File: src/smsm_pkg.sv
`default_nettype none
package smsm_pkg;

  // operating modes of the supervisor
  typedef enum logic [2:0] {
    MODE_INIT     = 3'b000,
    MODE_NORMAL   = 3'b001,
    MODE_STOP     = 3'b010,
    MODE_SLEEP    = 3'b011,
    MODE_RESTART  = 3'b100,
    MODE_FAILSAFE = 3'b101
  } smsm_mode_t;

  // serial frame layout
  localparam int FRAME_BITS = 16;
  localparam int FRAME_WIDE_BITS = 32;
  localparam int MODE_FIELD_POS = 6;
  localparam logic [3:0] CTRL_ADDR = 4'h1;
  localparam int CTRL_ADDR_POS = 8;

  // mode field codes
  localparam logic [1:0] MFIELD_NORMAL = 2'h0;
  localparam logic [1:0] MFIELD_SLEEP = 2'h1;
  localparam logic [1:0] MFIELD_STOP = 2'h2;
  localparam logic [1:0] MFIELD_SOFTRST = 2'h3;
  localparam logic [1:0] MFIELD_RESET_VAL = 2'h0;

  // reset delay time
  localparam int CLK_MHZ = 125;
  localparam int RESET_DELAY_US = 10;
  localparam int RESET_DELAY_CYC = RESET_DELAY_US * CLK_MHZ;

endpackage : smsm_pkg
`default_nettype wire

File: src/smsm_mode_fsm.sv
// Behaviour
// - init at power-up and after soft reset
// - stop mode keeps main regulator on
// - sleep mode switches main regulator off
// - wake in sleep/failsafe or failure gives restart
// - restart holds microcontroller in reset
// - failure gone, reset delay, then normal
// - critical failure: failsafe, main regulator off
// - failsafe until wake or overtemperature clears
// - test pin high in init: development mode
// - development stops watchdog, all modes reachable
// - development forces CAN normal, auxiliary on
// - control over 16-bit serial frames
// - mode field write selects operating mode
// - restart clears the mode field
// - code 11 is soft reset to init
// - any frame in init gives normal
// - wakes ignored during init
`timescale 1ns/1ns
`default_nettype none
module smsm_mode_fsm
  import smsm_pkg::*;
#(
  parameter int RESET_DELAY = RESET_DELAY_CYC // restart hold in cycles
)
(
  input wire logic clk_sys, // system clock
  input wire logic rst_n, // power-on reset, low active
  input wire logic spiCsN, // serial chip select pin, low active
  input wire logic spiSck, // serial clock pin
  input wire logic spiMosi, // serial data pin
  input wire logic testPin, // test strap pin
  input wire logic wakeCan, // CAN wake event
  input wire logic wakeHv, // high_voltage_wake_input event
  input wire logic wakeGpio, // wake-configured GPIO event
  input wire logic wdFail, // watchdog failure
  input wire logic mainUv, // main regulator undervoltage reset
  input wire logic overTemp, // overtemperature present
  input wire logic failSafeCfg, // failure in normal or stop goes to failsafe, not restart
  output logic mcuResetN, // reset to the microcontroller, low active
  output logic mainRegEn, // main_regulator_output enable
  output logic auxRegEn, // auxiliary_regulator_output enable
  output logic canNormal, // force CAN transceiver normal
  output logic wdRun, // watchdog counter enable
  output logic devMode, // development mode selected
  output logic softReset, // pulse: load soft-reset register values
  output logic [2:0] modeState, // current operating mode
  output logic [1:0] modeField // mode field as read back
);

  // synchronised pin levels
  // chip select is synced in its active sense: the sync flops reset to 0, which then
  // reads as deselected, so no false frame end follows a reset release
  logic csSel; // synced chip select, high while selected
  logic sckS;
  logic mosiS;
  logic testS;
  logic frameDone;
  logic frameValid;
  logic [FRAME_BITS-1:0] frameWord;

  // every pin passes two flops before use; the frame receiver and the
  // strap logic only ever see the second stage
  // chip select, inverted on the way in
  smsm_sync uCs (
    .clk_sys(clk_sys),
    .rst_n(rst_n),
    .pinIn(!spiCsN),
    .pinOut(csSel)
  );

  // serial clock, parked low between frames
  smsm_sync uSck (
    .clk_sys(clk_sys),
    .rst_n(rst_n),
    .pinIn(spiSck),
    .pinOut(sckS)
  );

  // serial data, only looked at on a rising serial clock
  smsm_sync uMosi (
    .clk_sys(clk_sys),
    .rst_n(rst_n),
    .pinIn(spiMosi),
    .pinOut(mosiS)
  );

  // test strap; its level only matters while in init
  smsm_sync uTest (
    .clk_sys(clk_sys),
    .rst_n(rst_n),
    .pinIn(testPin),
    .pinOut(testS)
  );

  // frame receiver; it only reports frames, the decode of what a frame
  // asks for stays here with the mode logic
  smsm_spi_rx #(
    .FRAME_W(FRAME_BITS)
  ) uRx (
    .clk_sys(clk_sys),
    .rst_n(rst_n),
    .csN(!csSel),
    .sck(sckS),
    .mosi(mosiS),
    .frameDone(frameDone),
    .frameValid(frameValid),
    .frameWord(frameWord)
  );

  // whole state of the controller
  typedef struct packed {
    smsm_mode_t mode;
    logic [1:0] field;
    logic dev;
    logic [31:0] dly;
    logic srst;
    logic rstN;
    logic mainEn;
    logic auxEn;
    logic canN;
    logic wd;
  } smsm_state_t;

  smsm_state_t st_r;
  smsm_state_t st_nxt;

  // decoded request and events
  logic wrBit; // frame asks for a write
  logic addrHit; // frame targets the mode-control register
  logic ctrlWrite; // accepted mode-control write, one cycle
  logic [1:0] reqCode; // requested mode code
  logic wakeAny; // any wake source this cycle
  logic failAny; // any failure that forces a reset

  // a control write is a complete write frame to the mode-control address;
  // frames of any other length are dropped so, outside init, a torn frame cannot change mode
  always_comb
  begin
    wrBit = frameWord[FRAME_BITS-1];
    addrHit = (frameWord[CTRL_ADDR_POS+3:CTRL_ADDR_POS] == CTRL_ADDR);
    ctrlWrite = frameDone && frameValid && wrBit && addrHit;
    reqCode = frameWord[MODE_FIELD_POS+1:MODE_FIELD_POS];
    // wakes are plain events, the sources are already in this clock
    wakeAny = wakeCan || wakeHv || wakeGpio;
    // both failures are handled alike here
    failAny = wdFail || mainUv;
  end

  // mode sequencing; one pass per clock, the next state decides every output
  // below so the outputs never lag the mode by a cycle
  always_comb
  begin
    // hold everything unless a branch says otherwise
    st_nxt = st_r;
    // soft reset is a pulse, so it drops by default
    st_nxt.srst = 1'b0;
    case (st_r.mode)
      MODE_INIT:
      begin
        // strap caught while in init, after reset release
        st_nxt.dev = testS;
        // wakes are not looked at here
        if (failAny)
        begin
          // a missed start-up still resets the controller
          st_nxt.mode = MODE_RESTART;
        end
        else if (frameDone)
        begin
          // any frame counts, even a torn or illegal one
          st_nxt.mode = MODE_NORMAL;
        end
      end

      MODE_NORMAL, MODE_STOP:
      begin
        if (failAny)
        begin
          // configuration picks failsafe over restart
          st_nxt.mode = failSafeCfg ? MODE_FAILSAFE : MODE_RESTART;
        end
        else if (ctrlWrite)
        begin
          case (reqCode)
            MFIELD_NORMAL:
            begin
              st_nxt.mode = MODE_NORMAL;
            end
            MFIELD_STOP:
            begin
              // main regulator stays up, see the output logic
              st_nxt.mode = MODE_STOP;
            end
            MFIELD_SLEEP:
            begin
              // controller loses its supply from the next cycle
              st_nxt.mode = MODE_SLEEP;
            end
            default:
            begin
              // soft reset: back to init, registers to their reset values
              st_nxt.mode = MODE_INIT;
            end
          endcase
          // the soft-reset code is never kept; the field reads back as reset
          st_nxt.field = (reqCode == MFIELD_SOFTRST) ? MFIELD_RESET_VAL : reqCode;
          st_nxt.srst = (reqCode == MFIELD_SOFTRST);
        end
      end

      MODE_SLEEP:
      begin
        // failures wait for a wake here; the controller is unpowered anyway
        if (wakeAny)
        begin
          st_nxt.mode = MODE_RESTART;
        end
      end

      MODE_FAILSAFE:
      begin
        // permanent until a wake or the heat is gone
        if (wakeAny || !overTemp)
        begin
          st_nxt.mode = MODE_RESTART;
        end
      end

      MODE_RESTART:
      begin
        // the field tracks the mode, so passing here wipes the last request
        st_nxt.field = MFIELD_RESET_VAL;
        // the delay only runs once the cause has gone
        if (failAny)
        begin
          st_nxt.dly = '0;
        end
        else if (st_r.dly >= 32'(RESET_DELAY - 1))
        begin
          st_nxt.mode = MODE_NORMAL;
          st_nxt.dly = '0;
        end
        else
        begin
          // still counting the hold time
          st_nxt.dly = st_r.dly + 32'h1;
        end
      end

      default:
      begin
        // unused codes fall back to a clean start
        st_nxt.mode = MODE_INIT;
      end
    endcase
    // outputs follow the next mode so they leave a flop
    // controller reset is held for the whole restart stay
    st_nxt.rstN = (st_nxt.mode != MODE_RESTART);
    // main regulator is off only in the two unpowered modes; stop keeps it
    st_nxt.mainEn = !(st_nxt.mode == MODE_SLEEP || st_nxt.mode == MODE_FAILSAFE);
    // development mode keeps the debug path alive in every mode
    st_nxt.auxEn = st_nxt.dev;
    st_nxt.canN = st_nxt.dev;
    // the watchdog is only stopped, its own settings are left alone
    st_nxt.wd = !st_nxt.dev;
  end

  // state register; power-up lands in init
  always_ff @(posedge clk_sys or negedge rst_n)
  begin
    if (!rst_n)
    begin
      // power-up state: init, controller out of reset, main regulator on
      st_r <= '{mode: MODE_INIT,
                field: MFIELD_RESET_VAL,
                dev: 1'b0,
                dly: '0,
                srst: 1'b0,
                rstN: 1'b1,
                mainEn: 1'b1,
                auxEn: 1'b0,
                canN: 1'b0,
                wd: 1'b1};
    end
    else
    begin
      st_r <= st_nxt;
    end
  end

  // every output is a plain copy of a state flop
  assign mcuResetN = st_r.rstN;
  assign mainRegEn = st_r.mainEn;
  assign auxRegEn = st_r.auxEn;
  assign canNormal = st_r.canN;
  assign wdRun = st_r.wd;
  // status seen by the read-back side
  assign devMode = st_r.dev;
  assign softReset = st_r.srst;
  assign modeState = st_r.mode;
  assign modeField = st_r.field;

endmodule : smsm_mode_fsm
`default_nettype wire

File: src/smsm_spi_rx.sv
`timescale 1ns/1ns
`default_nettype none
module smsm_spi_rx
  import smsm_pkg::*;
#(
  parameter int FRAME_W = FRAME_BITS // short frame length
)
(
  input wire logic clk_sys, // system clock
  input wire logic rst_n, // async reset
  input wire logic csN, // synced chip select, low active
  input wire logic sck, // synced serial clock
  input wire logic mosi, // synced data in
  output logic frameDone, // pulse at end of a frame
  output logic frameValid, // frame was 16 or 32 bits
  output logic [FRAME_W-1:0] frameWord // first 16 bits received
);

  // receiver state
  typedef struct packed {
    logic sckD;
    logic csD;
    logic [5:0] cnt;
    logic [FRAME_W-1:0] sh;
    logic done;
    logic valid;
    logic [FRAME_W-1:0] word;
  } smsm_rx_t;

  smsm_rx_t st_r;
  smsm_rx_t st_nxt;

  // sample on rising sck, close frame on cs release
  always_comb
  begin
    st_nxt = st_r;
    st_nxt.sckD = sck;
    st_nxt.csD = csN;
    st_nxt.done = 1'b0;
    if (!csN && sck && !st_r.sckD)
    begin
      // only the first word is kept; a 32-bit frame carries two
      if (st_r.cnt < 6'(FRAME_W))
      begin
        st_nxt.sh = {st_r.sh[FRAME_W-2:0], mosi};
      end
      if (st_r.cnt != 6'h3f)
      begin
        st_nxt.cnt = st_r.cnt + 6'h01;
      end
    end
    if (csN && !st_r.csD)
    begin
      st_nxt.done = 1'b1;
      st_nxt.valid = (st_r.cnt == 6'(FRAME_W)) || (st_r.cnt == 6'(FRAME_WIDE_BITS));
      st_nxt.word = st_r.sh;
      st_nxt.cnt = 6'h00;
    end
  end

  // register receiver
  always_ff @(posedge clk_sys or negedge rst_n)
  begin
    if (!rst_n)
    begin
      st_r <= '{sckD: 1'b0, csD: 1'b1, cnt: 6'h00, sh: '0, done: 1'b0, valid: 1'b0,
                word: '0};
    end
    else
    begin
      st_r <= st_nxt;
    end
  end

  assign frameDone = st_r.done;
  assign frameValid = st_r.valid;
  assign frameWord = st_r.word;

endmodule : smsm_spi_rx
`default_nettype wire

File: src/smsm_sync.sv
`timescale 1ns/1ns
`default_nettype none
module smsm_sync
  import smsm_pkg::*;
(
  input wire logic clk_sys, // system clock
  input wire logic rst_n, // async reset
  input wire logic pinIn, // raw pin
  output logic pinOut // synchronised level
);

  // two-stage state, stage 0 only read by stage 1
  typedef struct packed {
    logic s0;
    logic s1;
  } smsm_sync_t;

  smsm_sync_t st_r;
  smsm_sync_t st_nxt;

  // shift the pin along
  always_comb
  begin
    st_nxt = st_r;
    st_nxt.s0 = pinIn;
    st_nxt.s1 = st_r.s0;
  end

  // register stages
  always_ff @(posedge clk_sys or negedge rst_n)
  begin
    if (!rst_n)
    begin
      st_r <= '0;
    end
    else
    begin
      st_r <= st_nxt;
    end
  end

  assign pinOut = st_r.s1;

endmodule : smsm_sync
`default_nettype wire

File: config.mk
export PLATFORM = sky130hd
export DESIGN_NAME = smsm_mode_fsm
export DESIGN_NICKNAME = d
export VERILOG_FILES = /design/src/smsm_pkg.sv /design/src/smsm_mode_fsm.sv /design/src/smsm_spi_rx.sv /design/src/smsm_sync.sv
export SDC_FILE = /design/constraint.sdc
export NUM_CORES = 1
export LEC_CHECK = 0
export BUFFER_PORTS_ARGS = -buffer_cell sky130_fd_sc_hd__buf_2
export CAP_MARGIN = 0
export CORE_MARGIN = 2
export CORE_UTILIZATION = 55
export DETAILED_ROUTE_END_ITERATION = 8
export PLACE_DENSITY = 0.73
export SKIP_CTS_REPAIR_TIMING = 1
export SLEW_MARGIN = 20
export SYNTH_ARGS = -nofsm -noshare
export SYNTH_HDL_FRONTEND = slang
export SYNTH_SLANG_ARGS = --single-unit
File: constraint.sdc
create_clock -name clk_sys -period 2.4 [get_ports clk_sys]
set_clock_uncertainty 0.05 [all_clocks]
set_input_delay 0.36 -clock clk_sys [delete_from_list [all_inputs] [get_ports clk_sys]]
set_output_delay 0.36 -clock clk_sys [all_outputs]
set_load 0.02 [all_outputs]
==> results of run 1 <==
[worst max-delay path: stages (launching register included)]
cell and delay, ns:
dfrtp_1 0.39, inv_1 0.17, ha_1 0.17, nor4b_2 0.21
a211oi_2 0.13, nor3_2 0.37, buf_4 0.20, nand2_1 0.07
o31ai_1 0.23
[per-layer routing]
layer	wire length (µm)	part of all wire, %
met5	0	0
met4	137	2.0
met2	3160	46
met3	262	3.8
met1	3260	48
[cell families (layout without fill, tap and decap cells)]
logic type      after synthesis  count (layout)  share of synthesized area (%)
flops                        83              83                           54.5
mux                          22              22                           6.45
fa+ha+maj                    10              10                           3.28
xor+xnor                     13              13                           2.98
compound gates               50              50                           9.01
buf+inv                      31              62                           4.22
simple gates                125             125                           19.6
[where the power goes]
part           internal, mW  total [mW]  switching (mW)
clock network         0.401       0.905           0.503
registers              1.50        1.56          0.0616
logic                 0.116       0.241           0.126
total                  2.01        2.70           0.691
[through the flow]
step	power, mW	cells
6_report	2.70	445
5_1_grt	2.85	445
4_1_cts	2.74	444
3_5_place_dp	1.83	428
3_3_place_gp	1.81	428
2_1_floorplan	1.73	334
[flip-flops by register name (all words and copies together), names as in the netlist, 2 cells and up]
| signal | count |
|---|---|
| st_r | 32 |
| modeField | 2 |
| uRx.st_r | 24 |
| modeState | 3 |
| uRx.frameWord | 7 |
[area by class of cell]
type | count | area, µm²
fillers | 543 | 2560
flip-flops and latches | 83 | 2080
multi-input cells | 220 | 1580
repair buffers | 31 | 203
clock buffers | 10 | 138
well taps | 80 | 100
inverters | 15 | 56.3
clock inverters | 6 | 41.3
[layout by cell type (no fill, tap or decap), types with 2 or more instances in the layout]
cell type,count
a31oi_1,8
clkbuf_8,10
nor2_2,21
and3_1,5
a32o_1,2
dfstp_2,4
dfrtp_1,79
clkinvlp_4,3
inv_1,15
nor3_1,6
nand2_1,17
ha_1,10
buf_4,5
nor3_2,5
nor2_1,26
o22a_1,2
clkinv_2,2
or2_1,2
nor4_1,5
xor2_1,9
nand3_1,7
nand4_1,12
o21ai_0,7
or3_1,3
xnor2_1,4
o31ai_1,2
and4_1,3
a21oi_1,13
buf_12,2
a41oi_1,2
buf_2,23
a22o_1,4
o21ai_1,2
mux2_2,21
[worst max path at each step]
stage	slack [ns]	from	to	cells past startpoint
global route	0.15	st_r[7]	st_r[8]	8
detailed placement	0.32	st_r[6]	st_r[8]	8
CTS	0.30	st_r[6]	st_r[8]	8
floorplan	0.53	st_r[6]	st_r[26]	8
finish	0.31	st_r[7]	st_r[8]	8
global placement	0.39	mainUv	mainRegEn	6
==> flow_metrics.env, run 1 <==
export IMPL_status="finished, final reports clean"
export IMPL_crit_path_end_kind="flip-flop"
export IMPL_p_leak_nw=1.92
export IMPL_grt_usage_pct=20.3
export IMPL_async_reset_ff_share_pct=100
export IMPL_syn_to_final_growth_pct=9.86
export IMPL_synthesis_instances=334
export IMPL_nNetsFinal=383
export IMPL_ys_types=54
export IMPL_die_y_um=87.3
export IMPL_min_period_over_period_pct=86.9
export IMPL_avgSynthCellArea_um2=11.4
export IMPL_dpl_cell_area_um2=4010
export IMPL_rr_startpoint="st_r[7]"
export IMPL_slew_headroom_pct=56.8
export IMPL_synth_top_area_share_pct=51.8
export IMPL_wl_um=6810
export IMPL_diodes=0
export IMPL_drtIter0Drc=135
export IMPL_setup_violations=0
export IMPL_cts_buffers=9
export IMPL_antenna_found_initial=0
export IMPL_synth_area_top_cells="dfrtp_1 52%, mux2_2 6.2%, nor2_2 3.4%"
export IMPL_yosysMostFrequentCell="dfrtp_1"
export IMPL_worst_skew_pair_late_latency_ns=0.36
export IMPL_drc=0
export IMPL_cts_root_buffer="clkbuf_8"
export IMPL_clk_pin_slew_ns=0.08
export IMPL_cts_sinks=83
export IMPL_peakVddDrop_mv=0.452
export IMPL_busiest_layer="met2"
export IMPL_rows=30
export IMPL_drtAntennaViolNets=0
export IMPL_synth_edff_count=0
export IMPL_dr_pass1_iters=4
export IMPL_synth_ff_type="dfrtp_1"
export IMPL_grt_use_met1_pct=28.0
export IMPL_start_util_pct=56.5
export IMPL_io_pins=25
export IMPL_cts_tree="yes"
export IMPL_netlist_area_um2=3820
export IMPL_wl_per_cell_um=15.3
export IMPL_ys_warn_count=0
export IMPL_worstHoldStart="spiSck"
export IMPL_num_vias=2543
export IMPL_pwr_density_cell_nw_per_um2=644
export IMPL_hold_ws_ns=0.0555
export IMPL_grt_pass1_wl_um=11800
export IMPL_crit_type="flip-flop to flip-flop"
export IMPL_layout_min_cycle_time_ns=2.09
export IMPL_vias_per_cell=5.71
export IMPL_whs_endpoint="uSck.st_nxt[0]"
export IMPL_gr_total_overflow=0
export IMPL_min_path_cells=1
export IMPL_r2r_cells=8
export IMPL_met2_usage_pct=30.4
export IMPL_grt_max_degree=47
export IMPL_core_area_um2=6760
export IMPL_synth_seq_cells=83
export IMPL_max_freq_ghz=0.480
export IMPL_synth_nets=357
export IMPL_grt_pass1_vias=2507
export IMPL_drive_gt1_share_pct=29.0
export IMPL_detailedPlace_worstSlack_ns=0.321
export IMPL_tightestPinTransition_ns=0.648
export IMPL_final_util_pct=62.1
export IMPL_die_x_um=87.3
export IMPL_cts_buffer_depth=2
export IMPL_finalInstanceArea_um2=4200
export IMPL_gp_congestion=0.814
export IMPL_worstPathArrival_ns=2.30
export IMPL_slew_viol_final=0
export IMPL_die_area_um2=7630
export IMPL_r2r_setup_slack_ns=0.31
export IMPL_grt_setup_unrepaired="no"
export IMPL_gr_usage_met3_pct=5.69
export IMPL_crit_fanout=5
export IMPL_cp_start_kind="flip-flop"
export IMPL_layout_setup_ws_ns=0.315
export IMPL_rr_endpoint="st_r[8]"
export IMPL_yosysTopAreaCell="dfrtp_1"
export IMPL_htree_levels=3
export IMPL_port_buffers=24
export IMPL_holdCritPathClass="input port to flip-flop"
export IMPL_finalHoldViolCount=0
export IMPL_hpwl_um=4740
export IMPL_setup_tns_ns=0
export IMPL_ys_seq_area_share_pct=54.5
export IMPL_yosys_top_cells_count="79 x dfrtp_1, 26 x nor2_1, 21 x mux2_2, 21 x nor2_2, 17 x nand2_1"
export IMPL_worst_ep_required_time_ns=2.62
export IMPL_maxCapViolCount=0
(Power assumes the default switching activity.)
==> inputs of run 2 (changes only) <==
- REMOVE_ABC_BUFFERS: unset -> 1
==> run 2 against run 1 <==
Against the previous run: clock power is 12% higher; critical endpoint is now st_r[12]; non-clock buffer count is 1 lower; first-iteration DRC count is 24% lower; combinational power is 3% lower; worst hold slack worse by 0.0029 ns; core utilization hardly changed; routed wire length is 5.7% lower; flip-flop and latch count stayed put; setup slack better by 0.059 ns; via count is 1.1% lower; critical path depth stayed put; die area stayed put; highest routed layer unchanged.
==> flow_metrics.env, run 2 (synthesized netlist as in run 1, its figures left out) <==
export IMPL_grt_pass1_wl_um=11200
export IMPL_regMostFlops="st_r"
export IMPL_grt_max_degree=44
export IMPL_die_y_um=87.3
export IMPL_rows=30
export IMPL_clk_pin_slew_ns=0.09
export IMPL_largest_reg_flops=32
export IMPL_crit_type="flip-flop to flip-flop"
export IMPL_crit_cells=8
export IMPL_status="finished, final reports clean"
export IMPL_slew_headroom_pct=58.3
export IMPL_layout_min_cycle_time_ns=2.03
export IMPL_diodes=0
export IMPL_drc=0
export IMPL_gp_congestion=0.876
export IMPL_wl_per_cell_um=14.5
export IMPL_worstPathArrival_ns=2.20
export IMPL_cpPeakStageDelay_ns=0.42
export IMPL_r2r_setup_slack_ns=0.37
export IMPL_cts_buffers=9
export IMPL_grt_setup_unrepaired="no"
export IMPL_cts_sinks=83
export IMPL_worst_ep_required_time_ns=2.58
export IMPL_hpwl_um=4660
export IMPL_antenna_found_initial=0
export IMPL_peakVddDrop_mv=0.436
export IMPL_dr_pass1_iters=4
export IMPL_drive_gt1_share_pct=28.6
export IMPL_cts_tree="yes"
export IMPL_crit_buf_inv=2
export IMPL_maxCapViolCount=0
export IMPL_p_leak_nw=1.92
export IMPL_max_freq_ghz=0.494
export IMPL_min_period_over_period_pct=84.4
export IMPL_start_util_pct=56.5
export IMPL_gr_total_overflow=0
export IMPL_io_pins=25
export IMPL_grt_usage_pct=18.9
export IMPL_grt_pass1_vias=2444
export IMPL_crit_fanout=25
export IMPL_r2r_cells=8
export IMPL_cts_buffer_depth=2
export IMPL_rr_endpoint="st_r[12]"
export IMPL_die_x_um=87.3
export IMPL_crit_family="buffers and inverters"
export IMPL_rr_startpoint="st_r[6]"
export IMPL_crit_path_top_delay_cell="dfrtp_1"
export IMPL_cts_root_buffer="clkbuf_8"
export IMPL_pwr_density_cell_nw_per_um2=666
export IMPL_crit_path_end="st_r[12]"
export IMPL_syn_to_final_growth_pct=9.89
export IMPL_vias_per_cell=5.66
export IMPL_drtAntennaViolNets=0
export IMPL_port_buffers=24
export IMPL_wl_um=6430
export IMPL_worst_skew_pair_late_latency_ns=0.35
export IMPL_worstHoldStart="testPin"
export IMPL_slew_viol_final=0
export IMPL_tightestPinTransition_ns=0.625
export IMPL_setup_violations=0
export IMPL_setup_tns_ns=0
export IMPL_nNetsFinal=382
export IMPL_htree_levels=3
export IMPL_power_total_mw=2.80
export IMPL_drtIter0Drc=102
export IMPL_finalHoldViolCount=0
export IMPL_die_area_um2=7630
export IMPL_startpoint="st_r[6]"
export IMPL_cp_start_kind="flip-flop"
export IMPL_crit_path_end_kind="flip-flop"
export IMPL_core_area_um2=6760
export IMPL_holdCritPathClass="input port to flip-flop"
export IMPL_final_cell_mix="79 x dfrtp_1, 26 x nor2_1, 23 x buf_2"
export IMPL_final_common_cell="dfrtp_1"
export IMPL_cp_cell_sequence="inv_1, ha_1, nor4b_2, a211oi_2, nor3_2, nor2_2, buf_4, nor2_1"
export IMPL_num_vias=2514
-- run 2: worst min-delay path by stage --
| stage | to | slack, ns | cells past startpoint |
|---|---|---|---|
| floorplan | canNormal | 0.01 | 0 |
| global placement | uMosi.pinOut | 0.28 | 0 |
| detailed placement | uMosi.pinOut | 0.29 | 0 |
| CTS | uTest.pinOut | -0.06 | 1 |
| global route | uTest.st_nxt[0] | 0.04 | 1 |
| finish | uTest.st_nxt[0] | 0.05 | 1 |
-- run 2: power by group --
part | switching, mW | total (mW) | internal, mW
Combinational | 0.120 | 0.233 | 0.113
Sequential | 0.0622 | 1.56 | 1.50
Clock | 0.514 | 1.01 | 0.492
Total | 0.696 | 2.80 | 2.10
-- run 2: cell type report --
type	instances	area [µm²]
inverter	15	56.3
clock buffer	10	128
tap	80	100
multi-input combinational	220	1580
sequential	83	2080
fill	549	2560
timing repair buffer	30	183
clock inverter	6	72.6
-- run 2: per-stage QoR --
step	setup WS [ns]	util [%]	instance area [µm²]	instances	hold WS (ns)
after floorplan	0.0331	-	3710	318	0.0144
after global placement	0.421	59.0	3990	427	0.283
after detailed placement	0.384	59.0	3990	427	0.287
after CTS	0.369	62.0	4190	443	-0.0618
after global routing	0.197	62.1	4200	444	0.0394
final	0.374	62.1	4200	444	0.0526
-- run 2: routing by layer --
metal	wire (µm)	track usage [%]
met1	3190	26.1
met2	2950	28.8
met3	176	4.36
met4	116	7.69
met5	0	0
